$ cat src/shared/prc_pkg.sv
// package for the performance report control block: register map, field
// positions, reset values, timing constants and the carrier structs.
// assumes a single 20 MHz clock domain and a 32-bit avalon-mm slave.
package prc_pkg;
    // clock rate and the one second report period
    localparam int CLK_HZ = 20000000;
    localparam int SEC_PERIOD_MS = 1000;
    localparam int SEC_CYCLES = (CLK_HZ / 1000) * SEC_PERIOD_MS;

    // register byte addresses (word aligned)
    localparam logic [3:0] ADDR_CTRL = 4'h0;
    localparam logic [3:0] ADDR_STAT = 4'h4;
    localparam logic [3:0] ADDR_MASK = 4'h8;
    localparam logic [3:0] ADDR_LINE = 4'hc;

    // control register field positions
    localparam int BIT_ADJ = 7;
    localparam int BIT_LOS_EN = 6;
    localparam int BIT_FAR = 5;
    localparam int NPR_HI = 4;
    localparam int NPR_LO = 3;
    localparam int BIT_CR = 2;
    localparam int APR_HI = 1;
    localparam int APR_LO = 0;
    localparam logic [7:0] CTRL_RESET = 8'h40;

    // report field codes
    localparam logic [1:0] RPT_OFF = 2'h0;
    localparam logic [1:0] RPT_ONCE = 2'h1;
    localparam logic [1:0] RPT_AUTO = 2'h2;

    // line status register fields
    localparam int BIT_SHORT = 0;
    localparam int BIT_AIS = 1;

    // event status bits
    localparam int EV_NPR = 0;
    localparam int EV_APR = 1;
    localparam int EV_LOS = 2;
    localparam int EV_N = 3;

    localparam logic [31:0] RD_UNMAPPED = 32'h0000_0000;

    // one outgoing performance report request
    typedef struct packed {
        logic valid;
        logic network;
        logic far_end;
        logic cr_bit;
    } prc_report_t;

    // avalon-mm request bundle
    typedef struct packed {
        logic read;
        logic write;
        logic [3:0] address;
        logic [31:0] writedata;
    } prc_avreq_t;
endpackage

$ cat src/hw/prc_sec_tick.sv
// one second tick generator for the periodic report modes.
// assumes the same clock and reset as the control block.
`timescale 1ns/1ps
module prc_sec_tick
    import prc_pkg::*;
#(
    parameter int PERIOD = SEC_CYCLES
) (
    // clock and reset
    input wire logic clk_i,
    input wire logic arst_n_i,
    // run while any periodic mode is selected
    input wire logic run_i,
    // one-cycle pulse every PERIOD cycles of running
    output logic tick_o
);
    logic [31:0] cnt_reg; // cycles since the last tick
    logic [31:0] cnt_next;
    logic wrap; // terminal count reached

    assign wrap = (cnt_reg == 32'(PERIOD - 1));
    // restart from zero when stopped so the first report lands a full second later
    assign cnt_next = (!run_i || wrap) ? 32'h0 : cnt_reg + 32'h1;

    // counter and tick flop
    always_ff @(posedge clk_i or negedge arst_n_i) begin
        if (!arst_n_i) begin
            cnt_reg <= 32'h0;
            tick_o <= 1'b0;
        end else begin
            cnt_reg <= cnt_next;
            tick_o <= run_i && wrap;
        end
    end
endmodule

$ cat src/hw/prc_ctrl.sv
// performance report control register bank with avalon-mm slave,
// loss-of-signal pin control, build-out auto reduction and report triggers.
// assumes line status inputs come from pins or other clock domains.
//
// Local design decisions: the register addresses and register access over Avalon-MM.
`timescale 1ns/1ps
module prc_ctrl
    import prc_pkg::*;
#(
    parameter int SEC_PERIOD = SEC_CYCLES
) (
    // clock and reset
    input wire logic clk_i,
    input wire logic arst_n_i,
    // avalon-mm slave
    input wire logic [3:0] avs_address_i,
    input wire logic avs_read_i,
    input wire logic avs_write_i,
    input wire logic [31:0] avs_writedata_i,
    output logic [31:0] avs_readdata_o,
    output logic avs_waitrequest_o,
    // line status (asynchronous)
    input wire logic los_detect_i,
    input wire logic ais_sending_i,
    input wire logic short_haul_i,
    // selected build-out setting from the line setup
    input wire logic [4:0] line_equalizer_code_i,
    // receive loss-of-signal pin, two signals: level and output enable
    output logic rx_sigloss_pin_o,
    output logic rx_sigloss_pin_oe_o,
    // build-out actually applied
    output logic [4:0] line_equalizer_code_o,
    // report request towards the message builder
    output prc_report_t report_o,
    // interrupt
    output logic irq_o
);
    // synchronisers for the line status inputs
    logic [2:0] sync1_reg; // first stage, read only by second stage
    logic [2:0] sync2_reg;
    logic los_s, ais_s, short_s;

    always_ff @(posedge clk_i or negedge arst_n_i) begin
        if (!arst_n_i) begin
            sync1_reg <= 3'h0;
            sync2_reg <= 3'h0;
        end else begin
            sync1_reg <= {los_detect_i, ais_sending_i, short_haul_i};
            sync2_reg <= sync1_reg;
        end
    end
    assign los_s = sync2_reg[2];
    assign ais_s = sync2_reg[1];
    assign short_s = sync2_reg[0];

    // registers
    logic [7:0] ctrl_reg; // performance_report_control
    logic [EV_N-1:0] stat_reg; // sticky events, write one to clear
    logic [EV_N-1:0] mask_reg; // interrupt enables
    logic [EV_N-1:0] stat_next;
    logic [1:0] npr_prev_reg; // last written network field
    logic [1:0] apr_prev_reg; // last written auto field
    logic ack_reg; // answer phase of a bus access

    // bus decode
    logic req, wr_go, rd_go;
    logic sel_ctrl, sel_stat, sel_mask, sel_line;
    logic [31:0] rd_mux;
    assign req = avs_read_i || avs_write_i;
    // one wait cycle per access, write accepted when ack_reg is high, read data latched when it is low
    assign wr_go = avs_write_i && ack_reg;
    assign rd_go = avs_read_i && !ack_reg;
    assign sel_ctrl = (avs_address_i == ADDR_CTRL);
    assign sel_stat = (avs_address_i == ADDR_STAT);
    assign sel_mask = (avs_address_i == ADDR_MASK);
    assign sel_line = (avs_address_i == ADDR_LINE);
    assign rd_mux = sel_ctrl ? {24'h0, ctrl_reg} :
                    sel_stat ? {29'h0, stat_reg} :
                    sel_mask ? {29'h0, mask_reg} :
                    sel_line ? {30'h0, ais_s, short_s} : RD_UNMAPPED;

    // report triggers
    logic [1:0] npr_new, apr_new;
    logic npr_once, apr_once, npr_auto, apr_auto;
    logic sec_tick;
    logic npr_fire, apr_fire;
    assign npr_new = avs_writedata_i[NPR_HI:NPR_LO];
    assign apr_new = avs_writedata_i[APR_HI:APR_LO];
    // single shot only on a write of 01 whose preceding write left 00
    assign npr_once = wr_go && sel_ctrl && npr_new == RPT_ONCE
                      && npr_prev_reg == RPT_OFF;
    assign apr_once = wr_go && sel_ctrl && apr_new == RPT_ONCE
                      && apr_prev_reg == RPT_OFF;
    assign npr_auto = ctrl_reg[NPR_HI:NPR_LO] == RPT_AUTO;
    assign apr_auto = ctrl_reg[APR_HI:APR_LO] == RPT_AUTO;
    // codes 00 and 11 never reach either fire term
    assign npr_fire = npr_once || (npr_auto && sec_tick);
    assign apr_fire = apr_once || (apr_auto && sec_tick);

    prc_sec_tick #(
        .PERIOD(SEC_PERIOD)
    ) u_tick (
        .clk_i(clk_i),
        .arst_n_i(arst_n_i),
        .run_i(npr_auto || apr_auto),
        .tick_o(sec_tick)
    );

    // los edge for the event register
    logic los_prev_reg;
    logic [EV_N-1:0] ev_set;
    assign ev_set = {los_s && !los_prev_reg, apr_fire, npr_fire};
    // hardware set wins over a software clear in the same cycle
    assign stat_next = ev_set | (stat_reg & ~((wr_go && sel_stat) ?
                       avs_writedata_i[EV_N-1:0] : {EV_N{1'b0}}));

    // register file and bus answer
    always_ff @(posedge clk_i or negedge arst_n_i) begin
        if (!arst_n_i) begin
            ctrl_reg <= CTRL_RESET;
            mask_reg <= {EV_N{1'b0}};
            stat_reg <= {EV_N{1'b0}};
            npr_prev_reg <= RPT_OFF;
            apr_prev_reg <= RPT_OFF;
            ack_reg <= 1'b0;
            los_prev_reg <= 1'b0;
            avs_readdata_o <= 32'h0;
        end else begin
            ack_reg <= req && !ack_reg;
            los_prev_reg <= los_s;
            stat_reg <= stat_next;
            if (wr_go && sel_ctrl) begin
                ctrl_reg <= avs_writedata_i[7:0];
                npr_prev_reg <= npr_new;
                apr_prev_reg <= apr_new;
            end
            if (wr_go && sel_mask) begin
                mask_reg <= avs_writedata_i[EV_N-1:0];
            end
            if (rd_go) begin
                avs_readdata_o <= rd_mux;
            end
        end
    end

    // waitrequest high unless answering; idle bus keeps it high too
    always_ff @(posedge clk_i or negedge arst_n_i) begin
        if (!arst_n_i) begin
            avs_waitrequest_o <= 1'b1;
        end else begin
            avs_waitrequest_o <= !(req && !ack_reg);
        end
    end

    // outputs toward the line and message builder
    logic adjust_on;
    logic [4:0] lbo_next;
    prc_report_t rep_next;
    logic [7:0] ctrl_now; // control value in force once this edge has passed
    // a report started by a control write must carry the bits written with it,
    // not the stale ones; otherwise far-end and c/r would lag one write behind
    assign ctrl_now = (wr_go && sel_ctrl) ? avs_writedata_i[7:0] : ctrl_reg;
    // reduction only when enabled, sending AIS and in short haul mode
    assign adjust_on = ctrl_reg[BIT_ADJ] && ais_s && short_s;
    // one setting lower, never below the lowest code
    assign lbo_next = (adjust_on && line_equalizer_code_i != 5'h0) ?
                      line_equalizer_code_i - 5'h1 : line_equalizer_code_i;
    assign rep_next.valid = npr_fire || apr_fire;
    assign rep_next.network = npr_fire;
    assign rep_next.far_end = ctrl_now[BIT_FAR];
    assign rep_next.cr_bit = ctrl_now[BIT_CR];

    always_ff @(posedge clk_i or negedge arst_n_i) begin
        if (!arst_n_i) begin
            rx_sigloss_pin_o <= 1'b0;
            rx_sigloss_pin_oe_o <= 1'b0;
            line_equalizer_code_o <= 5'h0;
            report_o <= '0;
            irq_o <= 1'b0;
        end else begin
            rx_sigloss_pin_oe_o <= ctrl_reg[BIT_LOS_EN];
            rx_sigloss_pin_o <= los_s;
            line_equalizer_code_o <= lbo_next;
            report_o <= rep_next;
            irq_o <= |(stat_next & mask_reg);
        end
    end
endmodule

$ cat config.mk
export PLATFORM = sky130hd
export DESIGN_NAME = prc_ctrl
export DESIGN_NICKNAME = d
export VERILOG_FILES = /design/src/shared/prc_pkg.sv /design/src/hw/prc_sec_tick.sv /design/src/hw/prc_ctrl.sv
export SDC_FILE = /design/constraint.sdc
export NUM_CORES = 1
export LEC_CHECK = 0
export ABC_AREA = 1
export ABC_CLOCK_PERIOD_IN_PS = 1500
export BUFFER_PORTS_ARGS = -buffer_cell sky130_fd_sc_hd__clkbuf_2
export CAP_MARGIN = 20
export CORE_MARGIN = 1
export CORE_UTILIZATION = 49
export CTS_CLUSTER_DIAMETER = 200
export CTS_CLUSTER_SIZE = 40
export DETAILED_ROUTE_END_ITERATION = 7
export PLACE_DENSITY = 0.85
export SLEW_MARGIN = 20
export SYNTH_ARGS = -nofsm -noshare
export SYNTH_HDL_FRONTEND = slang
export SYNTH_SLANG_ARGS = --single-unit
$ cat constraint.sdc
create_clock -name clk_i -period 1.5 [get_ports clk_i]
set_input_delay 0.225 -clock clk_i [delete_from_list [all_inputs] [get_ports clk_i]]
set_output_delay 0.225 -clock clk_i [all_outputs]
set_load 0.01 [all_outputs]
* Word-level counts from Yosys, hierarchy flattened
Index checks and enable logic that the tools add are counted.
Word-level totals: bits in registers 103, bits of input ports 48, output and inout port bits 45
Cells by class: add/sub/neg operators 2, equal/unequal tests 8, mux-type cells 8, bitwise gates (word level) 4, reductions and logical operators 32
Operators by type and width (count):
- adder 32 x 1 -> 32 bit (second input constant) | 1
- equality test 32 x 25 -> 1 bit (second input constant) | 1
- 2-to-1 mux 32 bit | 1
- logical AND 1 bit | 17
- 2-to-1 mux 3 bit | 3
- equality test 4 bit (second input constant) | 2
- 2-to-1 mux 8 bit | 1
- bitwise AND 3 bit | 2
- logical OR 1 bit | 6
- 2-to-1 mux 6 bit | 1
- 2-to-1 mux 5 bit | 1
- nonzero test 5 bit | 1
- subtractor 5 x 1 -> 5 bit (second input constant) | 1
- equality test 2 x 1 -> 1 bit (second input constant) | 2
- equality test 2 bit (second input constant) | 2
- equality test 4 x 3 -> 1 bit (second input constant) | 1
- zero test 1 bit | 4
- zero test 2 bit | 2
- zero test 4 bit | 1
- inverter 3 bit | 1
- bitwise OR 3 bit | 1
- OR reduction 3 bit | 1
- 2-to-1 mux 2 bit | 1

* Longest topological paths before layout
Gate-level depths: netlist (run 1).
depth in word-level cells 8, depth in mapped cells 11

* Hierarchy
A second synthesis (run 1) with hierarchy kept.
Unflattened totals: cells, all modules 520, area, all modules 3921.3 µm²
By module, submodules not included:
- prc_sec_tick | times used 1, cells an instance 315, area each 2062.0 µm², sequential area each 825.8 µm²
- prc_ctrl | times used 1, cells an instance 205, area each 1859.3 µm², sequential area each 1003.5 µm²

* Worst setup path before layout (run 1)
Ideal clock, no wire load.
path type register -> register, start reg u_tick.cnt_reg[0], end reg u_tick.cnt_reg[28], setup time 0.116 ns, data arrival time 1.352 ns, setup slack 0.032 ns, stages on the path, launching flop included 12, buffers on the path 1, cells stage by stage dfrtp_1 > ha_1 > nand2_2 > inv_2 > nand2_2 > inv_2 > nand2_4 > nor2_2 > nand2_2 > nand2_4 > buf_8 > nor2_2
Between the ends: cells in the longest elaborated chain, start to end 3, elaborated cells on any way between the ends 4, those cells by class 1 x add/sub; 1 x eq/ne; 1 x mux; 1 x reduce/logical
Ends and longest elaborated chain:
- from (decl) | RTL line prc_sec_tick.sv:17 | logic [31:0] cnt_reg;
- from (signal assigned) | RTL line prc_sec_tick.sv:31 | cnt_reg <= cnt_next;
- parallel branches: the longest is 2 deep, another holds adder 32 x 1 -> 32 bit
- 2-to-1 mux 32 bit * | RTL line prc_sec_tick.sv:23 | assign cnt_next = (!run_i || wrap) ? 32'h0 : cnt_reg + 32'h1;
- net u_tick.cnt_next[28] | RTL line prc_sec_tick.sv:18 | logic [31:0] cnt_next;
Mark *: on every way through the listed nets, which the timed path passes. A chain may end at the register's enable or synchronous reset.

* Worst setup path in the final report (run 1)
start reg u_tick.cnt_reg[1], end reg u_tick.cnt_reg[23]
Same word-level chain as after synthesis.

==> results.sh, run 1 <==
export IMPL_coreArea_um2=7690
export IMPL_leakagePower_nw=2.20
export IMPL_cts_made_buffers=9
export IMPL_crit_cells=11
export IMPL_hold_class="primary input to register"
export IMPL_synth_area_leaders="dfrtp_1 (46%), nand2_1 (12%), nor2_1 (8.9%)"
export IMPL_min_delay_worst_endpoint="ctrl_reg[6]"
export IMPL_totalPowerFinal_mw=5.04
export IMPL_yosysTopAreaCell="dfrtp_1"
export IMPL_fin_tns_setup_ns=-0.876
export IMPL_fp_row_count=32
export IMPL_largest_register_ffs=32
export IMPL_fin_area_um2=4670
export IMPL_clk_pin_slew_worst_paths_ns=0.08
export IMPL_r2r_end="u_tick.cnt_reg[23]"
export IMPL_vdd_drop_max_uv=421
export IMPL_drt_wirelength_per_cell_um=12.8
export IMPL_cp_common_cell="nand2_4"
export IMPL_grt_pass1_wl_mm=13.9
export IMPL_ios=93
export IMPL_syn_to_final_growth_pct=20.5
export IMPL_seq_area_frac_synth_pct=47.2
export IMPL_die_w_um=90.9
export IMPL_yosys_area_top_type_share_pct=45.9
export IMPL_vias_per_cell=4.95
export IMPL_finalHoldViolCount=0
export IMPL_synth_warnings=0
export IMPL_die_h_um=90.9
export IMPL_clockRootBuffer="clkbuf_8"
export IMPL_slowest_delay_ns=0.37
export IMPL_vias=3317
export IMPL_fin_ws_ns=-0.0441
export IMPL_power_density_nw_per_um2=1080
export IMPL_clk_path_buf_depth=2
export IMPL_timing_final_crit_share_pct=103
export IMPL_dr_pass1_iters=4
export IMPL_cts_sinks=73
export IMPL_dp_hpwl_mm=6.12
export IMPL_drtIter0Drc=152
export IMPL_slew_viol_final=0
export IMPL_maxCapViolCount=0
export IMPL_n_antenna_cell=0
export IMPL_drtAntennaViolNets=0
export IMPL_cp_arrival_ns=1.79
export IMPL_setup_viol=30
export IMPL_gp_congestion=0.954
export IMPL_avgSynthCellArea_um2=7.95
export IMPL_grt_overflow=0
export IMPL_nets=613
export IMPL_rr_worst_depth=11
export IMPL_syn_area_um2=3870
export IMPL_clkLatencyLatePin_ns=0.35
export IMPL_synthCells=487
export IMPL_port_buffer_count=44
export IMPL_grtUsageTotal_pct=21.5
export IMPL_drc_errors=0
export IMPL_worst_setup_path_start_kind="register"
export IMPL_min_delay_start="avs_writedata_i[6]"
export IMPL_worst_path_max_delay_cell="dfrtp_1"
export IMPL_whs_path_depth=3
export IMPL_criticalPathCategory="register to register"
export IMPL_routed_wirelength_mm=8.59
export IMPL_cp_max_fo=6
export IMPL_failed_checks="setup timing"
export IMPL_grt_start_max_net_pins=61
export IMPL_path_buf_inv=3
export IMPL_die_area_um2=8260
export IMPL_ys_types=33
export IMPL_drive_gt1_share_pct=24.5
export IMPL_cts_tree="done"
export IMPL_grt_pass1_vias=3189
export IMPL_status="finished, violations left"
export IMPL_regToRegSetupSlack_ns=-0.04
export IMPL_crit_path_end_kind="register"
export IMPL_layout_commonest_cell="nand2_1"
export IMPL_htree_levels=3
export IMPL_crit_chain="ha_2, nand2_2, inv_2, nand2_4, inv_4, nand2_4, nor2_4, nand2_2, nand2_4, clkbuf_16, nor2_1"
export IMPL_fin_skew_ns=0.00350
export IMPL_final_cell_mix="nand2_1 (123), nor2_1 (80), dfrtp_1 (71), clkbuf_2 (43), nand3_1 (35)"
export IMPL_rsz0062_at_grt="true"
export IMPL_place_area_um2=4240
export IMPL_timing_fmax_mhz=648
export IMPL_finalWorstPathRequiredPeriod_ns=1.54
export IMPL_crit_family="simple AND/OR/NAND/NOR gates"
export IMPL_critical_path_required_ns=1.75
export IMPL_initial_core_util_pct=50.4
export IMPL_ys_seq_elements=73
export IMPL_antenna_found_initial=0
export IMPL_reg2reg_from="u_tick.cnt_reg[1]"
cell families (layout without fill, tap and decap cells):
kind of cell	Yosys count	after routing	synth area share, %
DFF	73	73	47.2
buffers and inverters	71	129	10.2
adders and majority gates	2	2	0.646
other	1	24	0.0968
and+or+nand+nor	298	298	34.0
xor gates and xnor gates	17	17	3.84
AOI/OAI and AO/OA	25	25	3.94
report_power, final:
part | internal (mW) | switching [mW]
Combinational | 0.429 | 0.592
Clock | 0.987 | 0.773
Sequential | 2.14 | 0.112
Total | 3.56 | 1.48
layout make-up:
cell class | instances | area, um2
sequential | 73 | 1830
tap | 102 | 128
timing repair buffer | 74 | 527
multi-input combinational | 366 | 1810
clock buffer | 10 | 138
clock inverter | 6 | 90.1
inverter | 39 | 149
fill | 684 | 3020
tightest hold or removal path: cells and delay by family:
kind	cells	cell delay (ns)
AND/OR/NAND/NOR	2	0.10
buffers and inverters	1	0.08
metal layers:
layer  up-vias  global-route usage (%)  share of wire [%]
li1       1640                       -                  -
met1      1561                    25.4                 44
met2        97                    37.8                 50
met3        19                    4.12                4.1
met4         0                    10.1                2.5
met5         -                       0                  0
how the worst max path moves through the flow:
| stage | start | endpoint | slack (ns) |
|---|---|---|---|
| finish | u_tick.cnt_reg[1] | u_tick.cnt_reg[23] | -0.04 |
| global route | u_tick.cnt_reg[1] | u_tick.cnt_reg[23] | -0.14 |
| CTS | u_tick.cnt_reg[0] | u_tick.cnt_reg[19] | -0.03 |
| detailed placement | u_tick.cnt_reg[0] | u_tick.cnt_reg[19] | -0.04 |
| global placement | u_tick.cnt_reg[0] | u_tick.cnt_reg[25] | 0.001 |
| floorplan | u_tick.cnt_reg[0] | u_tick.cnt_reg[28] | 0.03 |
synthesized netlist by cell type, drive strengths merged:
library cell  instances
nand2               131
nor2                113
dfrtp                71
inv                  39
nand3                36
buf                  31
o21ai                12
xor2                 10
nand4                 9
xnor2                 7
a21o                  6
nor3                  4
and3                  3
a21oi                 2
dfstp                 2
ha                    2
o31ai                 2
a41oi                 1
clkbuf                1
conb                  1
nand3b                1
o21bai                1
o22ai                 1
or2                   1
metrics by stage:
step | instances | utilization (%) | hold slack (ns) | setup WS (ns)
global route | 670 | 60.7 | 0.0573 | -0.140
detailed placement | 645 | 55.2 | 0.141 | -0.0407
CTS | 665 | 58.8 | 0.0445 | -0.0287
global placement | 645 | 55.2 | 0.136 | 0.00118
floorplan | 510 | - | -0.0706 | 0.0322
finish | 670 | 60.7 | 0.0552 | -0.0441
timing repair:
action | 4_1_cts | 5_1_grt
setup endpoints to repair | 30 | 31
cloned | 0 | 3
hold buffers | 4 | 0
endpoints found under the hold margin | 14 | 0
setup buffers | 0 | 2
pin swaps | 0 | 9
resized for setup | 3 | 22
Power figures use the tool's default switching activity.
==> run 2: changes to the inputs <==
--- a/config.mk
+++ b/config.mk
@@ -11,10 +11,12 @@
 export CAP_MARGIN = 20
 export CORE_MARGIN = 1
 export CORE_UTILIZATION = 49
+export CTS_BUF_LIST = sky130_fd_sc_hd__clkbuf_4 sky130_fd_sc_hd__clkbuf_8 sky130_fd_sc_hd__clkbuf_16
 export CTS_CLUSTER_DIAMETER = 200
 export CTS_CLUSTER_SIZE = 40
 export DETAILED_ROUTE_END_ITERATION = 7
 export PLACE_DENSITY = 0.85
+export SKIP_CTS_REPAIR_TIMING = 1
 export SLEW_MARGIN = 20
 export SYNTH_ARGS = -nofsm -noshare
 export SYNTH_HDL_FRONTEND = slang
==> run 2 against run 1 <==
The flow still finishes with violations (setup timing). Utilization up 0.50 points. Via count about the same. Sequential cell count unchanged. Clock-buffer cell count unchanged. Combinational power about the same. Largest cell class unchanged.
==> results.sh, run 2 (synthesis gave the netlist of run 1 again) <==
export IMPL_clk_path_buf_depth=2
export IMPL_ios=93
export IMPL_timing_fmax_mhz=650
export IMPL_slew_viol_final=0
export IMPL_vias_per_cell=4.94
export IMPL_fin_ws_ns=-0.0379
export IMPL_worst_setup_path_start_kind="register"
export IMPL_fp_row_count=32
export IMPL_min_delay_worst_endpoint="ctrl_reg[6]"
export IMPL_fill_cells=682
export IMPL_rsz0062_at_grt="true"
export IMPL_syn_to_final_growth_pct=21.5
export IMPL_fin_skew_ns=0.00323
export IMPL_cp_arrival_ns=1.78
export IMPL_port_buffer_count=44
export IMPL_dr_pass1_iters=4
export IMPL_grt_pass1_vias=3174
export IMPL_grtUsageTotal_pct=21.4
export IMPL_regToRegSetupSlack_ns=-0.04
export IMPL_drtIter0Drc=159
export IMPL_dp_hpwl_mm=6.12
export IMPL_vdd_drop_max_uv=422
export IMPL_antenna_found_initial=0
export IMPL_cts_tree="done"
export IMPL_clkLatencyLatePin_ns=0.35
export IMPL_drc_errors=0
export IMPL_critical_path_required_ns=1.74
export IMPL_maxCapViolCount=0
export IMPL_coreArea_um2=7690
export IMPL_finalHoldViolCount=0
export IMPL_htree_levels=3
export IMPL_worst_path_max_delay_cell="dfrtp_1"
export IMPL_nets=615
export IMPL_failed_checks="setup timing"
export IMPL_cts_made_buffers=9
export IMPL_grt_pass1_wl_mm=13.8
export IMPL_drtAntennaViolNets=0
export IMPL_gp_congestion=0.954
export IMPL_path_buf_inv=3
export IMPL_final_cell_mix="nand2_1 (123), nor2_1 (80), dfrtp_1 (70), clkbuf_2 (43), inv_1 (34)"
export IMPL_whs_path_depth=3
export IMPL_routed_wirelength_mm=8.63
export IMPL_vias=3320
export IMPL_die_w_um=90.9
export IMPL_cp_max_fo=6
export IMPL_die_h_um=90.9
export IMPL_drive_gt1_share_pct=25.1
export IMPL_grt_overflow=0
export IMPL_finalWorstPathRequiredPeriod_ns=1.54
export IMPL_die_area_um2=8260
export IMPL_fin_tns_setup_ns=-0.666
export IMPL_initial_core_util_pct=50.4
export IMPL_clockRootBuffer="clkbuf_8"
export IMPL_clk_pin_slew_worst_paths_ns=0.08
export IMPL_grt_start_max_net_pins=61
export IMPL_r2r_end="u_tick.cnt_reg[15]"
export IMPL_min_delay_start="avs_writedata_i[6]"
export IMPL_n_antenna_cell=0
export IMPL_totalPowerFinal_mw=5.04
export IMPL_slowest_delay_ns=0.37
export IMPL_crit_family="simple AND/OR/NAND/NOR gates"
export IMPL_cts_sinks=73
export IMPL_crit_path_end_kind="register"
export IMPL_cp_common_cell="nand2_4"
export IMPL_leakagePower_nw=2.21
export IMPL_drt_wirelength_per_cell_um=12.8
export IMPL_criticalPathCategory="register to register"
export IMPL_rr_worst_depth=11
export IMPL_layout_commonest_cell="nand2_1"
export IMPL_hold_class="primary input to register"
export IMPL_setup_viol=30
export IMPL_largest_register_ffs=32
export IMPL_timing_final_crit_share_pct=103
export IMPL_status="finished, violations left"
export IMPL_crit_chain="ha_2, nand2_2, inv_2, nand2_4, inv_4, nand2_4, nor2_4, nand2_2, nand2_4, clkbuf_16, nor2_1"
export IMPL_power_density_nw_per_um2=1070
export IMPL_reg2reg_from="u_tick.cnt_reg[1]"
==> run 2: cell types whose count changed in the layout (fill, tap and decap cells not counted), sizes merged <==
cell / previous run / this run
buf: 25 / 27
==> run 2: layer usage <==
| metal | up-vias | part of all wire, % | GRT usage (%) |
|---|---|---|---|
| li1 | 1641 | - | - |
| met1 | 1549 | 42 | 25.5 |
| met2 | 109 | 50 | 37.2 |
| met3 | 21 | 5.1 | 4.12 |
| met4 | 0 | 2.8 | 10.1 |
| met5 | - | 0 | 0 |
==> run 2: cell type report <==
type	instances	area [um2]	area share, %
timing repair buffer	76	542	11.5
multi-input combinational	366	1830	38.9
tap	102	128	2.71
inverter	39	149	3.16
clock inverter	6	90.1	1.91
clock buffer	10	138	2.93
sequential	73	1830	38.9
==> run 2: worst max path at each step <==
| stage | startpoint | endpoint | slack [ns] | cells past startpoint |
|---|---|---|---|---|
| finish | u_tick.cnt_reg[1] | u_tick.cnt_reg[15] | -0.04 | 11 |
| global route | u_tick.cnt_reg[1] | u_tick.cnt_reg[24] | -0.14 | 12 |
| CTS | u_tick.cnt_reg[0] | u_tick.cnt_reg[19] | -0.06 | 11 |
| detailed placement | u_tick.cnt_reg[0] | u_tick.cnt_reg[19] | -0.04 | 11 |
| global placement | u_tick.cnt_reg[0] | u_tick.cnt_reg[25] | 0.001 | 11 |
| floorplan | u_tick.cnt_reg[0] | u_tick.cnt_reg[28] | 0.03 | 11 |
==> run 2: where the power goes <==
part,internal (mW),switching [mW]
logic,0.430,0.593
clock network,0.987,0.769
registers,2.14,0.114
total,3.56,1.48
==> run 2: worst register-to-register path, cell delays in order (launching register included) <==
cell and delay (ns):
dfrtp_1 0.37, ha_2 0.20, nand2_2 0.06, inv_2 0.08
nand2_4 0.06, inv_4 0.07, nand2_4 0.05, nor2_4 0.07
nand2_2 0.08, nand2_4 0.15, clkbuf_16 0.18, nor2_1 0.05
==> run 2: per-stage QoR <==
stage          util (%)  setup slack, ns  hold slack, ns  instances  area (um2)
4_1_cts            58.1          -0.0568          -0.245        661        4470
3_5_place_dp       55.2          -0.0407           0.141        645        4240
5_1_grt            61.2           -0.143          0.0573        672        4700
2_1_floorplan         -           0.0322         -0.0706        510        3960
3_3_place_gp       55.2          0.00118           0.136        645        4240
6_report           61.2          -0.0379          0.0572        672        4700
==> run 3: changes to the inputs <==
--- a/config.mk
+++ b/config.mk
@@ -9,14 +9,17 @@
 export ABC_CLOCK_PERIOD_IN_PS = 1500
 export BUFFER_PORTS_ARGS = -buffer_cell sky130_fd_sc_hd__clkbuf_2
 export CAP_MARGIN = 20
+export CELL_PAD_IN_SITES_DETAIL_PLACEMENT = 1
+export CELL_PAD_IN_SITES_GLOBAL_PLACEMENT = 1
 export CORE_MARGIN = 1
-export CORE_UTILIZATION = 49
+export CORE_UTILIZATION = 35
 export CTS_BUF_LIST = sky130_fd_sc_hd__clkbuf_4 sky130_fd_sc_hd__clkbuf_8 sky130_fd_sc_hd__clkbuf_16
 export CTS_CLUSTER_DIAMETER = 200
 export CTS_CLUSTER_SIZE = 40
 export DETAILED_ROUTE_END_ITERATION = 7
-export PLACE_DENSITY = 0.85
+export PLACE_DENSITY = 0.84
 export SKIP_CTS_REPAIR_TIMING = 1
+export SKIP_LAST_GASP = 1
 export SLEW_MARGIN = 20
 export SYNTH_ARGS = -nofsm -noshare
 export SYNTH_HDL_FRONTEND = slang
==> run 3 against run 2 <==
The flow still finishes with violations (setup timing). Via count up 5.8%. Power down 2.4%. Clock skew up 0.0080 ns. Sequential cell count unchanged. Non-clock buffer count up 9. Register-to-register slack about the same. Sequential share of layout area down 1.2 points. Critical path type unchanged. Critical endpoint is now u_tick.cnt_reg[12]. Largest power group unchanged.
==> results.sh, run 3 (synthesis gave the netlist of run 1 again) <==
export IMPL_status="finished, violations left"
export IMPL_failed_checks="setup timing"
export IMPL_cts_tree="done"
export IMPL_syn_to_final_growth_pct=26.0
export IMPL_drtAntennaViolNets=0
export IMPL_rsz0062_at_grt="true"
export IMPL_ios=93
export IMPL_clockRootBuffer="clkbuf_8"
export IMPL_drtIter0Drc=92
export IMPL_cp_startpoint="u_tick.cnt_reg[23]"
export IMPL_clk_path_buf_depth=2
export IMPL_final_cell_mix="nand2_1 (123), nor2_1 (76), dfrtp_1 (64), clkbuf_2 (43)"
export IMPL_layout_commonest_cell="nand2_1"
export IMPL_power_density_nw_per_um2=1010
export IMPL_cp_max_fo=7
export IMPL_hold_class="primary input to register"
export IMPL_finalWorstPathRequiredPeriod_ns=1.53
export IMPL_rr_worst_depth=7
export IMPL_endpoint="u_tick.cnt_reg[12]"
export IMPL_antenna_found_initial=0
export IMPL_stdcell_count=719
export IMPL_largest_register_ffs=32
export IMPL_drive_gt1_share_pct=28.0
export IMPL_n_antenna_cell=0
export IMPL_timing_fmax_mhz=653
export IMPL_die_h_um=107
export IMPL_p_int_mw=3.28
export IMPL_dpl_cell_count=689
export IMPL_vdd_drop_max_uv=514
export IMPL_drt_wirelength_per_cell_um=15.6
export IMPL_timing_final_crit_share_pct=102
export IMPL_grt_start_max_net_pins=22
export IMPL_worst_setup_path_start_kind="register"
export IMPL_port_buffer_count=44
export IMPL_setup_viol=17
export IMPL_p_seq_share_pct=46.4
export IMPL_crit_path_end_kind="register"
export IMPL_finalHoldViolCount=0
export IMPL_p_sw_share_pct=33.3
export IMPL_grt_pass1_vias=3624
export IMPL_drc_errors=0
export IMPL_vias_per_cell=4.88
export IMPL_totalPowerFinal_mw=4.92
export IMPL_p_switching_mw=1.64
export IMPL_fp_row_count=38
export IMPL_fill_cells=1325
export IMPL_fin_ws_ns=-0.0320
export IMPL_cts_sinks=73
export IMPL_cp_arrival_ns=1.78
export IMPL_initial_core_util_pct=35.9
export IMPL_reg2reg_from="u_tick.cnt_reg[23]"
export IMPL_gp_congestion=0.886
export IMPL_coreArea_um2=10800
export IMPL_critical_path_required_ns=1.75
export IMPL_cts_made_buffers=9
export IMPL_grt_pass1_wl_mm=16.9
export IMPL_die_area_um2=11500
export IMPL_criticalPathCategory="register to register"
export IMPL_clkLatencyLatePin_ns=0.36
export IMPL_grt_overflow=0
export IMPL_vias=3512
export IMPL_clk_pin_slew_worst_paths_ns=0.09
export IMPL_die_w_um=107
export IMPL_leakagePower_nw=2.27
export IMPL_pwr_share_clk_pct=30.4
export IMPL_slew_viol_final=0
export IMPL_fin_skew_ns=0.0112
export IMPL_dp_hpwl_mm=7.92
export IMPL_r2r_end="u_tick.cnt_reg[12]"
export IMPL_htree_levels=3
export IMPL_nets=624
export IMPL_regToRegSetupSlack_ns=-0.03
export IMPL_maxCapViolCount=0
export IMPL_comb_power_share_pct=23.2
export IMPL_dr_pass1_iters=4
export IMPL_routed_wirelength_mm=11.2
export IMPL_grtUsageTotal_pct=19.0
[run 3: routing by layer]
layer	GRT usage, %	routed length [um]	vias to the layer above
met5	0	0	-
met4	6.07	238	0
met3	3.34	506	26
met2	35.5	5950	95
met1	21.6	4510	1745
li1	-	-	1646
[run 3: power by group through the flow]
stage	clock network [mW]	logic, mW	registers [mW]
after floorplan	0	0.530	2.30
after global placement	0	0.814	2.28
after detailed placement	0	0.841	2.31
after CTS	1.54	0.847	2.27
after global routing	1.61	1.26	2.30
final	1.49	1.14	2.28
[run 3: area by class of cell]
type	instances	area, um2	area share [%]
tap	140	175	3.59
multi-input combinational	366	1890	38.7
clock inverter	7	62.6	1.28
sequential	73	1840	37.7
inverter	39	151	3.10
clock buffer	9	124	2.54
timing repair buffer	85	641	13.1
[run 3: how the worst min path moves through the flow]
| stage | from | end | slack [ns] | cells past startpoint |
|---|---|---|---|---|
| 6_report | avs_writedata_i[6] | ctrl_reg[6] | 0.06 | 3 |
| 5_1_grt | avs_writedata_i[6] | ctrl_reg[6] | 0.07 | 3 |
| 4_1_cts | arst_n_i | ctrl_reg[5] | -0.20 | 1 |
| 3_5_place_dp | arst_n_i | avs_readdata_o[7] | 0.20 | 1 |
| 3_3_place_gp | arst_n_i | ack_reg | 0.19 | 1 |
| 2_1_floorplan | arst_n_i | ack_reg | -0.07 | 0 |
[run 3: through the flow]
step           TNS, ns  hold WS, ns  area (um2)  utilization (%)  worst slack (ns)
6_report        -0.233       0.0599        4880             45.2           -0.0320
5_1_grt          -4.45       0.0658        4880             45.2            -0.169
4_1_cts          -1.76       -0.199        4540             42.1           -0.0900
3_5_place_dp    -0.903        0.196        4360             40.4           -0.0614
3_3_place_gp         0        0.186        4360             40.4            0.0158
2_1_floorplan        0      -0.0706        3960                -            0.0322
[run 3: critical path: stages (launching register included)]
cell and delay (ns):
dfrtp_2 0.45, nor2_1 0.14, nand4_1 0.20, nor2_4 0.19
nand2_4 0.08, nand2_8 0.12, clkbuf_16 0.18, nor2_1 0.05
